--- src/verilog/eeprom_consts.svh ---
`ifndef EEPROM_CONSTS_SVH
`define EEPROM_CONSTS_SVH

// array and page geometry
`define EE_ADDR_W        13
`define EE_IDX_W         5
`define EE_PAGE_BYTES    32
`define EE_ROW_LSB       5

// identification page lock bits
`define EE_LOCK_SEL_BIT  10
`define EE_LOCK_DATA_BIT 1

// bit slot positions inside one byte frame
`define EE_LAST_DATA_BIT 4'h7
`define EE_ACK_SLOT      4'h8

// timing
`define EE_CLK_MHZ       10
`define EE_PROG_TIME_US  5000

`endif

--- src/verilog/eeprom_pkg.sv ---
package eeprom_pkg;

	typedef enum logic [7:0] {
		ST_IDLE    = 8'h01,
		ST_DEVSEL  = 8'h02,
		ST_ADDR_HI = 8'h04,
		ST_ADDR_LO = 8'h08,
		ST_WDATA   = 8'h10,
		ST_RDATA   = 8'h20,
		ST_FLUSH   = 8'h40,
		ST_WAIT    = 8'h80
	} link_state_t;

	typedef logic [7:0] byte_t;

endpackage : eeprom_pkg

--- src/verilog/eeprom_slave.sv ---
`timescale 1ns/1ps
`include "eeprom_consts.svh"

module eeprom_slave #(
	parameter logic [3:0] MEM_TYPE_ID   = 4'h5, // arbitrary value
	parameter logic [3:0] IDENT_TYPE_ID = 4'h6, // arbitrary value
	parameter int         PROG_CYCLES   = `EE_PROG_TIME_US * `EE_CLK_MHZ
) (
	// clock and reset
	input  wire logic                  clk_sys,
	input  wire logic                  reset_n,
	// two-wire bus
	input  wire logic                  scl_in,
	input  wire logic                  sda_in,
	output logic                       sda_out,
	output logic                       sda_oe,
	// straps
	input  wire logic                  chip_sel_in_2,
	input  wire logic                  chip_sel_in_1,
	input  wire logic                  chip_sel_in_0,
	input  wire logic                  write_guard,
	// array port
	output logic                       mem_wr_en,
	output logic [`EE_ADDR_W-1:0]      mem_wr_addr,
	output eeprom_pkg::byte_t          mem_wr_data,
	output logic                       mem_wr_ident,
	output logic [`EE_ADDR_W-1:0]      mem_rd_addr,
	output logic                       mem_rd_ident,
	input  wire eeprom_pkg::byte_t     mem_rd_data,
	// status
	output logic                       busy,
	output logic                       ident_locked
);

	function automatic logic sel_hit(input eeprom_pkg::byte_t b, input logic [3:0] id,
		input logic [2:0] cs);
		sel_hit = (b[7:4] == id) && (b[3:1] == cs);
	endfunction : sel_hit

	function automatic logic [`EE_ADDR_W-1:0] in_page_inc(input logic [`EE_ADDR_W-1:0] a);
		in_page_inc = {a[`EE_ADDR_W-1:`EE_ROW_LSB], a[`EE_IDX_W-1:0] + 5'h01};
	endfunction : in_page_inc

	logic [5:0]              pins_s;
	logic                    scl_s;
	logic                    sda_s;
	logic [2:0]              cs_s;
	logic                    wg_s;

	// strap lines reset to zero, so every strap reads low until the synchroniser passes the pins two clocks after reset
	line_sync #(.W(6)) u_sync (
		.clk_sys  (clk_sys),
		.reset_n  (reset_n),
		.async_in ({write_guard, chip_sel_in_2, chip_sel_in_1, chip_sel_in_0, sda_in, scl_in}),
		.sync_out (pins_s)
	);
	assign scl_s = pins_s[0];
	assign sda_s = pins_s[1];
	assign cs_s  = pins_s[4:2];
	assign wg_s  = pins_s[5];

	eeprom_pkg::link_state_t state_ff, nxt_state;
	logic [1:0]              prev_ff, nxt_prev;
	logic [3:0]              cnt_ff, nxt_cnt;
	eeprom_pkg::byte_t       shift_ff, nxt_shift;
	eeprom_pkg::byte_t       tx_ff, nxt_tx;
	logic                    ack_ff, nxt_ack;
	logic [`EE_ADDR_W-1:0]   addr_ff, nxt_addr;
	logic [`EE_ADDR_W-1:0]   last_ff, nxt_last;
	logic                    ident_ff, nxt_ident;
	logic                    a10_ff, nxt_a10;
	logic                    wrote_ff, nxt_wrote;
	logic                    stop_ok_ff, nxt_stop_ok;
	logic                    lock_ff, nxt_lock;
	logic                    lock_req_ff, nxt_lock_req;
	logic [5:0]              idx_ff, nxt_idx;
	logic [31:0]             wait_ff, nxt_wait;
	logic                    sda_oe_ff, nxt_sda_oe;
	logic                    mem_wr_en_ff, nxt_mem_wr_en;
	logic [`EE_ADDR_W-1:0]   mem_wr_addr_ff, nxt_mem_wr_addr;
	eeprom_pkg::byte_t       mem_wr_data_ff, nxt_mem_wr_data;
	logic                    mem_wr_ident_ff, nxt_mem_wr_ident;
	logic                    busy_ff, nxt_busy;
	logic [1:0]              settle_ff, nxt_settle;
	logic                    sda_out_ff;

	logic                    scl_rise, scl_fall, start_det, stop_det;
	eeprom_pkg::byte_t       rx;
	logic                    buf_clear, buf_we;
	eeprom_pkg::byte_t       buf_data;
	logic                    buf_valid;

	// edges held off until the synchroniser, cleared low, has caught the idle-high lines
	assign scl_rise  = scl_s & ~prev_ff[0] & settle_ff[1];
	assign scl_fall  = ~scl_s & prev_ff[0] & settle_ff[1];
	assign start_det = scl_s & prev_ff[0] & ~sda_s & prev_ff[1] & settle_ff[1];
	assign stop_det  = scl_s & prev_ff[0] & sda_s & ~prev_ff[1] & settle_ff[1];
	assign rx        = {shift_ff[6:0], sda_s};

	// bytes wait here until the programming cycle, so a cut write leaves the array alone
	page_latch u_latch (
		.clk_sys  (clk_sys),
		.reset_n  (reset_n),
		.clear    (buf_clear),
		.wr_en    (buf_we),
		.wr_idx   (addr_ff[`EE_IDX_W-1:0]),
		.wr_data  (rx),
		.rd_idx   (idx_ff[`EE_IDX_W-1:0]),
		.rd_data  (buf_data),
		.rd_valid (buf_valid)
	);

	always_comb
	begin
		nxt_state = state_ff;
		nxt_prev = settle_ff[1] ? {sda_s, scl_s} : 2'h3;
		nxt_settle = {settle_ff[0], 1'b1};
		nxt_cnt = cnt_ff;           nxt_shift = shift_ff;
		nxt_tx = tx_ff;             nxt_ack = ack_ff;
		nxt_addr = addr_ff;         nxt_last = last_ff;
		nxt_ident = ident_ff;       nxt_a10 = a10_ff;
		nxt_wrote = wrote_ff;       nxt_stop_ok = stop_ok_ff;
		nxt_lock = lock_ff;         nxt_lock_req = lock_req_ff;
		nxt_idx = idx_ff;           nxt_wait = wait_ff;
		nxt_sda_oe = sda_oe_ff;     nxt_mem_wr_en = 1'b0;
		nxt_mem_wr_addr = mem_wr_addr_ff;
		nxt_mem_wr_data = mem_wr_data_ff;
		nxt_mem_wr_ident = mem_wr_ident_ff;
		buf_clear = 1'b0;           buf_we = 1'b0;
		case (state_ff)
			eeprom_pkg::ST_FLUSH:
			begin
				nxt_sda_oe = 1'b0;
				if (idx_ff == 6'(`EE_PAGE_BYTES))
				begin
					nxt_state = eeprom_pkg::ST_WAIT;
					nxt_wait  = 32'h0;
				end
				else
				begin
					nxt_mem_wr_en    = buf_valid & ~(ident_ff & a10_ff);
					nxt_mem_wr_addr  = {addr_ff[`EE_ADDR_W-1:`EE_ROW_LSB],
						idx_ff[`EE_IDX_W-1:0]};
					nxt_mem_wr_data  = buf_data;
					nxt_mem_wr_ident = ident_ff;
					nxt_idx          = idx_ff + 6'h01;
				end
			end
			eeprom_pkg::ST_WAIT:
			begin
				nxt_sda_oe = 1'b0;
				nxt_wait   = wait_ff + 32'h1;
				if (wait_ff == 32'(PROG_CYCLES - 1))
				begin
					nxt_state    = eeprom_pkg::ST_IDLE;
					nxt_addr     = last_ff + 13'h0001;
					nxt_lock     = lock_ff | lock_req_ff;
					nxt_lock_req = 1'b0;
				end
			end
			default:
			begin
				if (scl_rise && cnt_ff != `EE_ACK_SLOT)
				begin
					nxt_shift   = rx;
					nxt_cnt     = cnt_ff + 4'h1;
					nxt_stop_ok = stop_ok_ff & (cnt_ff == 4'h0);
					if (cnt_ff == `EE_LAST_DATA_BIT)
					begin
						nxt_ack = 1'b0;
						case (state_ff)
							eeprom_pkg::ST_DEVSEL:
							begin
								if (sel_hit(rx, MEM_TYPE_ID, cs_s) ||
									sel_hit(rx, IDENT_TYPE_ID, cs_s))
								begin
									nxt_ack   = 1'b1;
									nxt_ident = (rx[7:4] == IDENT_TYPE_ID);
									if (!rx[0])
									begin
										nxt_wrote    = 1'b0;
										nxt_lock_req = 1'b0;
										buf_clear    = 1'b1;
									end
								end
								else
									nxt_state = eeprom_pkg::ST_IDLE;
							end
							eeprom_pkg::ST_ADDR_HI:
							begin
								nxt_addr[`EE_ADDR_W-1:8] = rx[`EE_ADDR_W-9:0];
								nxt_a10 = rx[`EE_LOCK_SEL_BIT-8];
								nxt_ack = 1'b1;
							end
							eeprom_pkg::ST_ADDR_LO:
							begin
								nxt_addr[7:0] = rx;
								nxt_ack = 1'b1;
							end
							eeprom_pkg::ST_WDATA:
							begin
								// guard and lock refuse data only, never select or address
								if (!wg_s && !(ident_ff && lock_ff))
								begin
									nxt_ack   = 1'b1;
									nxt_wrote = 1'b1;
									if (ident_ff && a10_ff)
										nxt_lock_req = lock_req_ff | rx[`EE_LOCK_DATA_BIT];
									else
									begin
										buf_we   = 1'b1;
										nxt_last = addr_ff;
										nxt_addr = in_page_inc(addr_ff);
									end
								end
							end
							default:
								nxt_ack = 1'b0;
						endcase
					end
				end
				else if (scl_rise)
				begin
					nxt_cnt = 4'h0;
					case (state_ff)
						eeprom_pkg::ST_DEVSEL:
						begin
							if (shift_ff[0])
							begin
								nxt_state = eeprom_pkg::ST_RDATA;
								nxt_tx    = (ident_ff && lock_ff) ? 8'hff : mem_rd_data;
								nxt_addr  = addr_ff + 13'h0001;
							end
							else
								nxt_state = eeprom_pkg::ST_ADDR_HI;
						end
						eeprom_pkg::ST_ADDR_HI:
							nxt_state = eeprom_pkg::ST_ADDR_LO;
						eeprom_pkg::ST_ADDR_LO:
							nxt_state = eeprom_pkg::ST_WDATA;
						eeprom_pkg::ST_WDATA:
							nxt_stop_ok = ack_ff;
						eeprom_pkg::ST_RDATA:
						begin
							if (sda_s)
								nxt_state = eeprom_pkg::ST_IDLE;
							else
							begin
								nxt_tx   = (ident_ff && lock_ff) ? 8'hff : mem_rd_data;
								nxt_addr = addr_ff + 13'h0001;
							end
						end
						default:
							nxt_cnt = 4'h0;
					endcase
				end
				if (scl_fall)
				begin
					if (cnt_ff == `EE_ACK_SLOT)
						nxt_sda_oe = ack_ff;
					else if (state_ff == eeprom_pkg::ST_RDATA)
					begin
						nxt_sda_oe = ~tx_ff[7];
						nxt_tx     = {tx_ff[6:0], 1'b1};
					end
					else
						nxt_sda_oe = 1'b0;
				end
				if (start_det)
				begin
					nxt_state   = eeprom_pkg::ST_DEVSEL;
					nxt_cnt     = 4'h0;
					nxt_sda_oe  = 1'b0;
					nxt_stop_ok = 1'b0;
				end
				else if (stop_det)
				begin
					nxt_sda_oe = 1'b0;
					if (state_ff == eeprom_pkg::ST_WDATA && stop_ok_ff && wrote_ff)
					begin
						nxt_state = eeprom_pkg::ST_FLUSH;
						nxt_idx   = 6'h00;
					end
					else
						nxt_state = eeprom_pkg::ST_IDLE;
				end
			end
		endcase
		nxt_busy = (nxt_state == eeprom_pkg::ST_FLUSH) || (nxt_state == eeprom_pkg::ST_WAIT);
	end

	always_ff @(posedge clk_sys)
	begin
		if (!reset_n)
		begin
			state_ff <= eeprom_pkg::ST_IDLE;  prev_ff <= 2'h3;
			cnt_ff <= 4'h0;       shift_ff <= 8'h00;   tx_ff <= 8'hff;
			ack_ff <= 1'b0;       addr_ff <= '0;       last_ff <= '0;
			ident_ff <= 1'b0;     a10_ff <= 1'b0;      wrote_ff <= 1'b0;
			stop_ok_ff <= 1'b0;   lock_ff <= 1'b0;     lock_req_ff <= 1'b0;
			idx_ff <= 6'h00;      wait_ff <= 32'h0;    sda_oe_ff <= 1'b0;
			mem_wr_en_ff <= 1'b0; mem_wr_addr_ff <= '0; mem_wr_data_ff <= 8'h00;
			mem_wr_ident_ff <= 1'b0; busy_ff <= 1'b0;  sda_out_ff <= 1'b0;
			settle_ff <= 2'h0;
			mem_rd_addr <= '0;    mem_rd_ident <= 1'b0;
		end
		else
		begin
			state_ff <= nxt_state;   prev_ff <= nxt_prev;
			cnt_ff <= nxt_cnt;       shift_ff <= nxt_shift; tx_ff <= nxt_tx;
			ack_ff <= nxt_ack;       addr_ff <= nxt_addr;   last_ff <= nxt_last;
			ident_ff <= nxt_ident;   a10_ff <= nxt_a10;     wrote_ff <= nxt_wrote;
			stop_ok_ff <= nxt_stop_ok; lock_ff <= nxt_lock; lock_req_ff <= nxt_lock_req;
			idx_ff <= nxt_idx;       wait_ff <= nxt_wait;   sda_oe_ff <= nxt_sda_oe;
			mem_wr_en_ff <= nxt_mem_wr_en;     mem_wr_addr_ff <= nxt_mem_wr_addr;
			mem_wr_data_ff <= nxt_mem_wr_data; mem_wr_ident_ff <= nxt_mem_wr_ident;
			busy_ff <= nxt_busy;     sda_out_ff <= 1'b0;
			settle_ff <= nxt_settle;
			mem_rd_addr <= addr_ff;  mem_rd_ident <= ident_ff;
		end
	end

	assign sda_out      = sda_out_ff;
	assign sda_oe       = sda_oe_ff;
	assign mem_wr_en    = mem_wr_en_ff;
	assign mem_wr_addr  = mem_wr_addr_ff;
	assign mem_wr_data  = mem_wr_data_ff;
	assign mem_wr_ident = mem_wr_ident_ff;
	assign busy         = busy_ff;
	assign ident_locked = lock_ff;

	property p_prog_quiet;
		@(posedge clk_sys) disable iff (!reset_n)
		busy_ff |=> !sda_oe_ff;
	endproperty
	a_prog_quiet: assert property (p_prog_quiet) else $error("sda driven while busy");

	property p_start_sel;
		@(posedge clk_sys) disable iff (!reset_n)
		(start_det && !busy_ff) |=> (state_ff == eeprom_pkg::ST_DEVSEL) && !sda_oe_ff;
	endproperty
	a_start_sel: assert property (p_start_sel) else $error("start not taken");

	property p_read_stop;
		@(posedge clk_sys) disable iff (!reset_n)
		(stop_det && !busy_ff && state_ff != eeprom_pkg::ST_WDATA)
			|=> state_ff == eeprom_pkg::ST_IDLE;
	endproperty
	a_read_stop: assert property (p_read_stop) else $error("stop not to standby");

	property p_no_false_prog;
		@(posedge clk_sys) disable iff (!reset_n)
		(stop_det && !busy_ff && !(state_ff == eeprom_pkg::ST_WDATA && stop_ok_ff && wrote_ff))
			|=> !busy_ff [*2];
	endproperty
	a_no_false_prog: assert property (p_no_false_prog) else $error("false program");

	property p_guard_nack;
		@(posedge clk_sys) disable iff (!reset_n)
		(state_ff == eeprom_pkg::ST_WDATA && scl_rise && cnt_ff == `EE_LAST_DATA_BIT && wg_s)
			|=> !ack_ff && !wrote_ff;
	endproperty
	a_guard_nack: assert property (p_guard_nack) else $error("guarded data acked");

	property p_mismatch;
		@(posedge clk_sys) disable iff (!reset_n)
		(state_ff == eeprom_pkg::ST_DEVSEL && scl_rise && cnt_ff == `EE_LAST_DATA_BIT
			&& rx[3:1] != cs_s) |=> state_ff == eeprom_pkg::ST_IDLE && !ack_ff;
	endproperty
	a_mismatch: assert property (p_mismatch) else $error("foreign select answered");

	property p_addr_ack;
		@(posedge clk_sys) disable iff (!reset_n)
		((state_ff == eeprom_pkg::ST_ADDR_HI || state_ff == eeprom_pkg::ST_ADDR_LO)
			&& scl_rise && cnt_ff == `EE_LAST_DATA_BIT) |=> ack_ff;
	endproperty
	a_addr_ack: assert property (p_addr_ack) else $error("address byte not acked");

	property p_row_fixed;
		@(posedge clk_sys) disable iff (!reset_n)
		mem_wr_en_ff |-> busy_ff && mem_wr_addr_ff[12:5] == addr_ff[12:5];
	endproperty
	a_row_fixed: assert property (p_row_fixed) else $error("write left its row");

	property p_lock_nack;
		@(posedge clk_sys) disable iff (!reset_n)
		(state_ff == eeprom_pkg::ST_WDATA && ident_ff && lock_ff && scl_rise
			&& cnt_ff == `EE_LAST_DATA_BIT) |=> !ack_ff;
	endproperty
	a_lock_nack: assert property (p_lock_nack) else $error("locked page data acked");

	property p_read_nack;
		@(posedge clk_sys) disable iff (!reset_n)
		(state_ff == eeprom_pkg::ST_RDATA && scl_rise && cnt_ff == `EE_ACK_SLOT && sda_s
			&& !start_det && !stop_det) |=> state_ff == eeprom_pkg::ST_IDLE ##1 !sda_oe_ff;
	endproperty
	a_read_nack: assert property (p_read_nack) else $error("nack did not end read");

endmodule : eeprom_slave

--- src/verilog/line_sync.sv ---
`timescale 1ns/1ps

module line_sync #(
	parameter int W = 2
) (
	// clock and reset
	input  wire logic         clk_sys,
	input  wire logic         reset_n,
	// pins and their synchronised copies
	input  wire logic [W-1:0] async_in,
	output logic      [W-1:0] sync_out
);

	logic [W-1:0] meta_ff;
	logic [W-1:0] sync_ff;
	logic [W-1:0] nxt_meta;
	logic [W-1:0] nxt_sync;

	// first stage feeds only the second stage
	always_comb
	begin
		nxt_meta = async_in;
		nxt_sync = meta_ff;
	end

	always_ff @(posedge clk_sys)
	begin
		if (!reset_n)
		begin
			meta_ff <= '0;
			sync_ff <= '0;
		end
		else
		begin
			meta_ff <= nxt_meta;
			sync_ff <= nxt_sync;
		end
	end

	assign sync_out = sync_ff;

endmodule : line_sync

--- src/verilog/page_latch.sv ---
`timescale 1ns/1ps
`include "eeprom_consts.svh"

module page_latch (
	// clock and reset
	input  wire logic                   clk_sys,
	input  wire logic                   reset_n,
	// fill side
	input  wire logic                   clear,
	input  wire logic                   wr_en,
	input  wire logic [`EE_IDX_W-1:0]   wr_idx,
	input  wire eeprom_pkg::byte_t      wr_data,
	// drain side
	input  wire logic [`EE_IDX_W-1:0]   rd_idx,
	output eeprom_pkg::byte_t           rd_data,
	output logic                        rd_valid
);

	eeprom_pkg::byte_t              byte_mem [0:`EE_PAGE_BYTES-1];
	logic [`EE_PAGE_BYTES-1:0]      valid_ff;
	logic [`EE_PAGE_BYTES-1:0]      nxt_valid;

	// a rewritten position simply takes the newest byte
	always_comb
	begin
		nxt_valid = valid_ff;
		if (clear)
			nxt_valid = '0;
		else if (wr_en)
			nxt_valid[wr_idx] = 1'b1;
	end

	always_ff @(posedge clk_sys)
	begin
		if (!reset_n)
			valid_ff <= '0;
		else
			valid_ff <= nxt_valid;
	end

	always_ff @(posedge clk_sys)
	begin
		if (wr_en)
			byte_mem[wr_idx] <= wr_data;
	end

	assign rd_data  = byte_mem[rd_idx];
	assign rd_valid = valid_ff[rd_idx];

endmodule : page_latch

--- config.mk ---
export PLATFORM = sky130hd
export DESIGN_NAME = eeprom_slave
export DESIGN_NICKNAME = d
export VERILOG_FILES = /design/src/verilog/eeprom_pkg.sv /design/src/verilog/eeprom_slave.sv /design/src/verilog/line_sync.sv /design/src/verilog/page_latch.sv
export VERILOG_INCLUDE_DIRS = /design/src /design/src/verilog
export SDC_FILE = /design/constraint.sdc
export NUM_CORES = 1
export LEC_CHECK = 0
export ABC_AREA = 1
export BUFFER_PORTS_ARGS = -buffer_cell sky130_fd_sc_hd__clkbuf_2
export CAP_MARGIN = 25
export CORE_AREA = 2 2 201 203
export CTS_CLUSTER_DIAMETER = 120
export DETAILED_ROUTE_END_ITERATION = 6
export DIE_AREA = 0 0 203 205
export PLACE_DENSITY = 0.7
export SYNTH_ARGS = -nofsm -noshare
export SYNTH_HDL_FRONTEND = slang
export SYNTH_SLANG_ARGS = --single-unit
--- constraint.sdc ---
create_clock -name clk_sys -period 6.2 [get_ports clk_sys]
set_input_delay 1.55 -clock clk_sys [delete_from_list [all_inputs] [get_ports clk_sys]]
set_output_delay 1.55 -clock clk_sys [all_outputs]
set_load 0.01 [all_outputs]
==> impl_results.md, run 1 <==
* Synth area leaders: edfxtp_1 (40%), dfxtp_1 (19%), nor2_1 (6.7%)
* Global Route Usage Sum at 24.5%
* Full die area at 41600 µm²
* DR pass1 iterations at 6
* Cell taking the most area after synthesis: edfxtp_1
* Crit path kind: register to register
* Total power at 5.95 mW
* WL met2 at 23000 µm
* Worst hold path class: register to register
* Area Overhead vs Synth at 11.0%
* DRC viols at 0
* Dpl hpwl at 31700 µm
* Seq/Total Area, Yosys at 58.6%
* Maximum VDD drop at 0.210 mV
* Routed via count at 15200
* Layout cells sized above 1 at 9.57%
* Max clock buf depth at 3
* # IOs at 57
* Worst-margin pin slew at 976 ps
* Rows at 73
* Global-route wire length before repair at 79400 µm
* Number of diodes at 0
* Routed wl met3 at 4120 µm
* CTS Sinks at 441
* Total grt overflow at 0
* Power Density at 276 nW/µm²
* Final hold violations at 0
* Core area at 39400 µm²
* Pre-CTS setup slack at 1990 ps
* GP Congestion at 0.922
* # Post-CTS Setup Buffers at 0
* LEAKAGE at 8.16 nW
* CP bufs+invs at 3
* Post-CTS sizing at 0
* CTS Buf Count at 46
* Final worst slack at 1970 ps
* Antenna Nets Post-Route at 0
* Synthesized Nets at 2155
* Routed len/inst at 18.7 µm
* Cell family with most CP delay: simple AND/OR/NAND/NOR gates
* Fin util at 54.8%
* Cells after Synth at 2129
* Routed vias/inst at 5.63
* Crit Path Max Fanout at 24
* Worst r2r src: cnt_ff[0]
* Die height at 205 µm
* Uppermost routed layer: met4
* Share of the synthesized area in the top cell type at 39.5%
* Number of synthesis warnings at 0
* RSZ-0062 raised after global routing: false
* Worst r2r path cells at 11
* Post-route cell area at 21600 µm²
* Final setup fails at 0
* Nets at 2162
* Tmin final at 4230 ps
* Flop-to-flop setup slack at 1970 ps
* Required @ worst endpoint at 6410 ps
* Startpoint types: register
* Clock transition at path regs at 60 ps
* Initial antenna violation count at 0
* Worst EP arrival at 4440 ps
* CTS H-tree lvls at 2
* CP max stage delay at 710 ps
* Drt initial violations at 1466
* FF-to-FF End: u_latch.byte_mem[26][3]
* Routed WL at 50500 µm
* Hold_buf cts at 0
* CTS tree: built
* Slew HR at 34.9%
* # Max-Cap Violations at 0
* Hold Path End: u_sync.sync_out[1]
* Final-report max-slew violation count at 0
* Worst path slowest cell: nor2_1
* Vias in the first global route at 14600
* Initial Utilization at 49.4%
* Max Freq at 0.237 GHz
* Worst Hold Depth at 2
* Status: finished, final reports clean
* Count of cell types in the netlist at 51
* Worst-skew pair later-pin latency at 600 ps
* Root buffer cell: clkbuf_16
* Final clock skew at 32.8 ps
* Post-route setup TNS at 0 ps
* Largest net degree at the start of global routing at 121
* DP Area at 20000 µm²
* Syn Std Cell Area at 19400 µm²
* Die width at 203 µm
* Wl on met1 at 21200 µm
* PortBufs at 55
* Hold wc startpoint: u_sync.meta_ff[1]
* Crit-path cells: inv_1, ha_1, nand3_2, nand2_2, nor2_1, nand3_2, inv_2, nand4_2, inv_2, nand2_1, nor2_1
* Syn_area_per_cell at 9.13 µm²
* Synth Register Bits at 441
* Fraction of the cycle the final worst path needs at 68.2%
* Worst Setup End Kind: register
-- power by group --
group	internal (mW)	leakage [nW]	total, mW	switching [mW]
sequential	3.07	4.19	3.08	0.00453
clock	1.62	0.762	2.82	1.20
combinational	0.0146	3.21	0.0545	0.0399
-- per-stage QoR --
stage / hold slack (ps) / cells
after floorplan: 390 / 2129
after global placement: 400 / 2611
after detailed placement: 402 / 2613
after CTS: 415 / 2698
after global routing: 436 / 2698
final: 412 / 2698
-- cells in the final DEF, fill, tap and decap left out, types with 7 or more instances in the layout --
cell type  instances
nor2_2             9
nor3_1            31
inv_1            176
edfxtp_1         256
xor2_1            10
a21oi_1          126
a31oi_1           35
o21ai_1           17
ha_1              10
nand3_1          141
a211oi_1          11
o211ai_1          80
clkbuf_2          57
inv_2             14
nor2_4             7
clkbuf_16         46
clkbuf_1           8
dfxtp_1          179
nand2_1          271
buf_4             17
nor2_1           347
nand4_1           16
o21ai_0          217
-- layout make-up --
type | count | area, µm²
fillers | 3469 | 17800
inverters | 195 | 733
repair buffers | 73 | 440
clock buffers | 61 | 1250
well taps | 525 | 657
clock inverters | 24 | 310
flip-flops and latches | 441 | 11400
multi-input cells | 1379 | 6780
-- state kept, by name, summed over array words and instances, names as in the netlist, 8 cells and up --
name,flops
mem_wr_data,8
mem_rd_addr,13
wait_ff,32
tx_ff,8
last_ff,13
addr_ff,13
state_ff,8
u_latch.byte_mem,256
mem_wr_addr,13
u_latch.valid_ff,32
-- worst max path at each step --
stage,slack (ps),to,depth (start not counted),startpoint
6_report,1970,u_latch.byte_mem[26][3],11,cnt_ff[0]
5_1_grt,1660,u_latch.byte_mem[5][3],11,cnt_ff[0]
4_1_cts,1990,u_latch.byte_mem[26][3],11,cnt_ff[0]
3_5_place_dp,1990,u_latch.byte_mem[27][2],11,cnt_ff[0]
3_3_place_gp,2160,u_latch.byte_mem[27][1],11,cnt_ff[0]
2_1_floorplan,3800,tx_ff[6],4,reset_n
-- cells by family after synthesis --
| group | count (synthesis) | share of synthesized area (%) |
|---|---|---|
| AOI/OAI and AO/OA | 507 | 14.8 |
| and+or+nand+nor | 849 | 18.9 |
| buffers and inverters | 309 | 6.51 |
| other | 1 | 0.0193 |
| adders and majority gates | 10 | 0.644 |
| xor gates and xnor gates | 12 | 0.541 |
| DFF | 441 | 58.6 |
-- cell usage after synthesis, drive strengths merged --
library cell,n
a211oi,11
a21oi,127
a221oi,2
a22oi,3
a31oi,35
and2,1
and3,1
buf,50
clkbuf,64
clkinv,4
conb,1
dfxtp,185
edfxtp,256
ha,10
inv,191
nand2,275
nand2b,1
nand3,144
nand3b,6
nand4,18
nor2,364
nor3,35
nor3b,1
nor4,1
o2111ai,1
o211ai,80
o21ai,236
o21bai,7
o221ai,3
o22ai,2
or2,2
xnor2,2
xor2,10
-- per-layer routing --
layer | vias to the layer above | global-route usage (%)
li1 | 7334 | -
met4 | 0 | 10.7
met5 | - | 0
met3 | 133 | 4.80
met2 | 650 | 39.1
met1 | 7085 | 32.7
-- worst register-to-register path, delay by kind of cell, from the launching register on --
| kind | cells | cell delay (ps) |
|---|---|---|
| buf+inv | 3 | 520 |
| fa+ha+maj | 1 | 220 |
| flops | 1 | 350 |
| simple gates | 7 | 2770 |
Power figures use the tool's default switching activity.
==> run 2, diff against run 1 <==
--- a/config.mk
+++ b/config.mk
@@ -6,14 +6,14 @@
 export SDC_FILE = /design/constraint.sdc
 export NUM_CORES = 1
 export LEC_CHECK = 0
-export ABC_AREA = 1
+export ABC_AREA = 0
 export BUFFER_PORTS_ARGS = -buffer_cell sky130_fd_sc_hd__clkbuf_2
 export CAP_MARGIN = 25
-export CORE_AREA = 2 2 201 203
+export CORE_AREA = 2 2 194 196
 export CTS_CLUSTER_DIAMETER = 120
 export DETAILED_ROUTE_END_ITERATION = 6
-export DIE_AREA = 0 0 203 205
-export PLACE_DENSITY = 0.7
+export DIE_AREA = 0 0 196 198
+export PLACE_DENSITY = 0.72
 export SYNTH_ARGS = -nofsm -noshare
 export SYNTH_HDL_FRONTEND = slang
 export SYNTH_SLANG_ARGS = --single-unit
==> constraint.sdc (replaced) <==
create_clock -name clk_sys -period 3.5 [get_ports clk_sys]
set_input_delay 0.875 -clock clk_sys [delete_from_list [all_inputs] [get_ports clk_sys]]
set_output_delay 0.875 -clock clk_sys [all_outputs]
set_load 0.01 [all_outputs]
==> run 2 against run 1 <==
Net effect: synthesized cell count shrank 36%; register-to-register slack worse by 1500 ps; total power up 70%; clock power up 62%; flip-flop and latch count stayed put; cell count decreased by 27%; routed wire length down 15%.
==> impl_results.md, run 2 <==
* Rows at 71
* Status: finished, final reports clean
* Cell taking the most area after synthesis: edfxtp_1
* Final setup fails at 0
* Synth area leaders: edfxtp_1 (42%), dfxtp_1 (20%), mux4_2 (11%)
* Syn Std Cell Area at 18200 µm²
* Required @ worst endpoint at 3770 ps
* Worst hold path class: register to register
* Max clock buf depth at 3
* Crit Path Max Fanout at 10
* Final clock skew at 15.3 ps
* FILL cells at 2998
* Total grt overflow at 0
* Worst-skew pair later-pin latency at 570 ps
* Global Route Usage Sum at 22.6%
* Maximum VDD drop at 0.362 mV
* Startpoint types: register
* Async SR Flop Fraction at 0%
* Final hold violations at 0
* Seq/Total Area, Yosys at 62.7%
* EDFF count, synth at 256
* Largest Register: u_latch.byte_mem
* Primary FF master, synth: edfxtp_1
* Antenna Nets Post-Route at 0
* CTS H-tree lvls at 2
* DRC viols at 0
* Tmin final at 3040 ps
* Dpl hpwl at 28000 µm
* Final-report max-slew violation count at 0
* Full die area at 38800 µm²
* Nets at 1472
* PortBufs at 55
* Root buffer cell: clkbuf_16
* Routed vias/inst at 6.02
* Largest register FFs at 256
* Number of synthesis warnings at 0
* Hold slack at 431 ps
* Core area at 37000 µm²
* Drt initial violations at 1018
* Worst Setup End Kind: register
* Fraction of the cycle the final worst path needs at 86.9%
* CTS Buf Count at 45
* Die height at 198 µm
* Die width at 196 µm
* Power Density at 489 nW/µm²
* Cells after Synth at 1360
* Number of diodes at 0
* Hold_buf cts at 0
* Vias in the first global route at 11600
* Layout cells sized above 1 at 19.6%
* Worst-margin pin slew at 726 ps
* Synth Register Bits at 441
* LEAKAGE at 6.90 nW
* Initial Utilization at 49.1%
* Post-CTS sizing at 0
* Largest net degree at the start of global routing at 51
* Worst EP arrival at 3310 ps
* CTS tree: built
* Max Freq at 0.329 GHz
* # Max-Cap Violations at 0
* Most frequent cells in the layout: edfxtp_1 (256), dfxtp_1 (183), nand2_1 (132)
* RSZ-0062 raised after global routing: false
* Routed WL at 43100 µm
* GP Congestion at 0.909
* Slew HR at 51.5%
* Routed len/inst at 22.0 µm
* DR pass1 iterations at 5
* Leading cell type in the layout, fill and taps excluded: edfxtp_1
* Largest regs: u_latch.byte_mem: 256 flops, u_latch.valid_ff: 32 flops, wait_ff: 32 flops
* Global-route wire length before repair at 67500 µm
* Clock transition at path regs at 60 ps
* Initial antenna violation count at 0
* Routed via count at 11800
* CTS Sinks at 441
* Commonest cells post-synth: edfxtp_1 (256), dfxtp_1 (185), nand2_1 (132), nor2_1 (96), mux4_2 (90)
* Count of cell types in the netlist at 74
* Post-route setup TNS at 0 ps
* # IOs at 57
* Count leader, synth: edfxtp_1
* Syn_area_per_cell at 13.4 µm²
* Synthesized Nets at 1386
* # Post-CTS Setup Buffers at 0
* Area Overhead vs Synth at 13.7%
* Crit path kind: register to register
* Share of the synthesized area in the top cell type at 42.3%
==> run 2: changes by cell type in the layout (fill, tap and decap cells not counted), moves of 27 or more <==
cell,before,now
mux4_2,0,90
nand2_1,271,132
o21a_1,0,38
o211ai_1,80,11
a31oi_1,35,3
and2_1,1,28
buf_4,17,58
o21ai_0,217,48
nand3_1,141,45
inv_1,176,17
nor2_1,347,95
a21oi_1,126,77
==> run 2: final cells by class <==
cell class                 instances  area [µm²]  share of cell area, %
inverter                          18        67.6                  0.327
sequential                       441       11400                   55.2
tap                              474         593                   2.87
multi-input combinational        824        6390                   31.0
clock buffer                      67        1300                   6.30
clock inverter                    17         116                  0.564
timing repair buffer             116         771                   3.73
==> run 2: stage by stage <==
| step | worst slack, ps | util (%) | instance area [µm²] | std cells | power (mW) |
|---|---|---|---|---|---|
| detailed placement | 478 | 52.0 | 19200 | 1873 | 5.63 |
| floorplan | 936 | - | 18200 | 1360 | 5.60 |
| finish | 460 | 55.8 | 20600 | 1957 | 10.1 |
| CTS | 473 | 55.8 | 20600 | 1957 | 10.2 |
| global route | 314 | 55.8 | 20600 | 1957 | 10.4 |
| global placement | 590 | 52.0 | 19200 | 1873 | 5.63 |
==> run 2: worst paths after layout <==
check / from / to / depth (start not counted) / slack, ps
worst max-delay path: cnt_ff[0] / u_latch.byte_mem[6][2] / 9 / 460
worst min-delay path: settle_ff[0] / settle_ff[1] / 1 / 430
worst max register to register: cnt_ff[0] / u_latch.byte_mem[6][2] / 9 / 460
worst min register to register: settle_ff[0] / settle_ff[1] / 1 / 430
==> run 2: report_power, final <==
| group | switching, mW | total [mW] | internal, mW |
|---|---|---|---|
| clock network | 1.98 | 4.57 | 2.59 |
| logic | 0.0546 | 0.0770 | 0.0224 |
| registers | 0.00749 | 5.45 | 5.44 |
| total | 2.04 | 10.1 | 8.05 |
==> run 2: cell families (layout without fill, tap and decap cells) <==
logic type,after synthesis,in the layout,share of synthesized area [%]
flops,441,441,62.7
simple gates,437,437,12.2
compound gates,235,235,8.48
mux,109,109,12.2
buf+inv,95,218,2.07
xor+xnor,32,32,1.54
fa+ha+maj,10,10,0.689
other cells,1,1,0.0207
==> run 2: critical path, stage by stage (launching register included) <==
cell,delay [ps]
dfxtp_1,350
inv_1,80
ha_1,210
nand3b_1,250
o311ai_4,240
nor4_1,470
buf_4,210
nand2_1,310
nor2_1,400
buf_4,230
==> run 2: routing by layer <==
metal | vias up | track usage, % | part of all wire [%]
met3 | 93 | 2.90 | 6.0
met5 | - | 0 | 0
met2 | 420 | 39.2 | 50
li1 | 5360 | - | -
met4 | 0 | 6.99 | 2.6
met1 | 5905 | 29.8 | 41
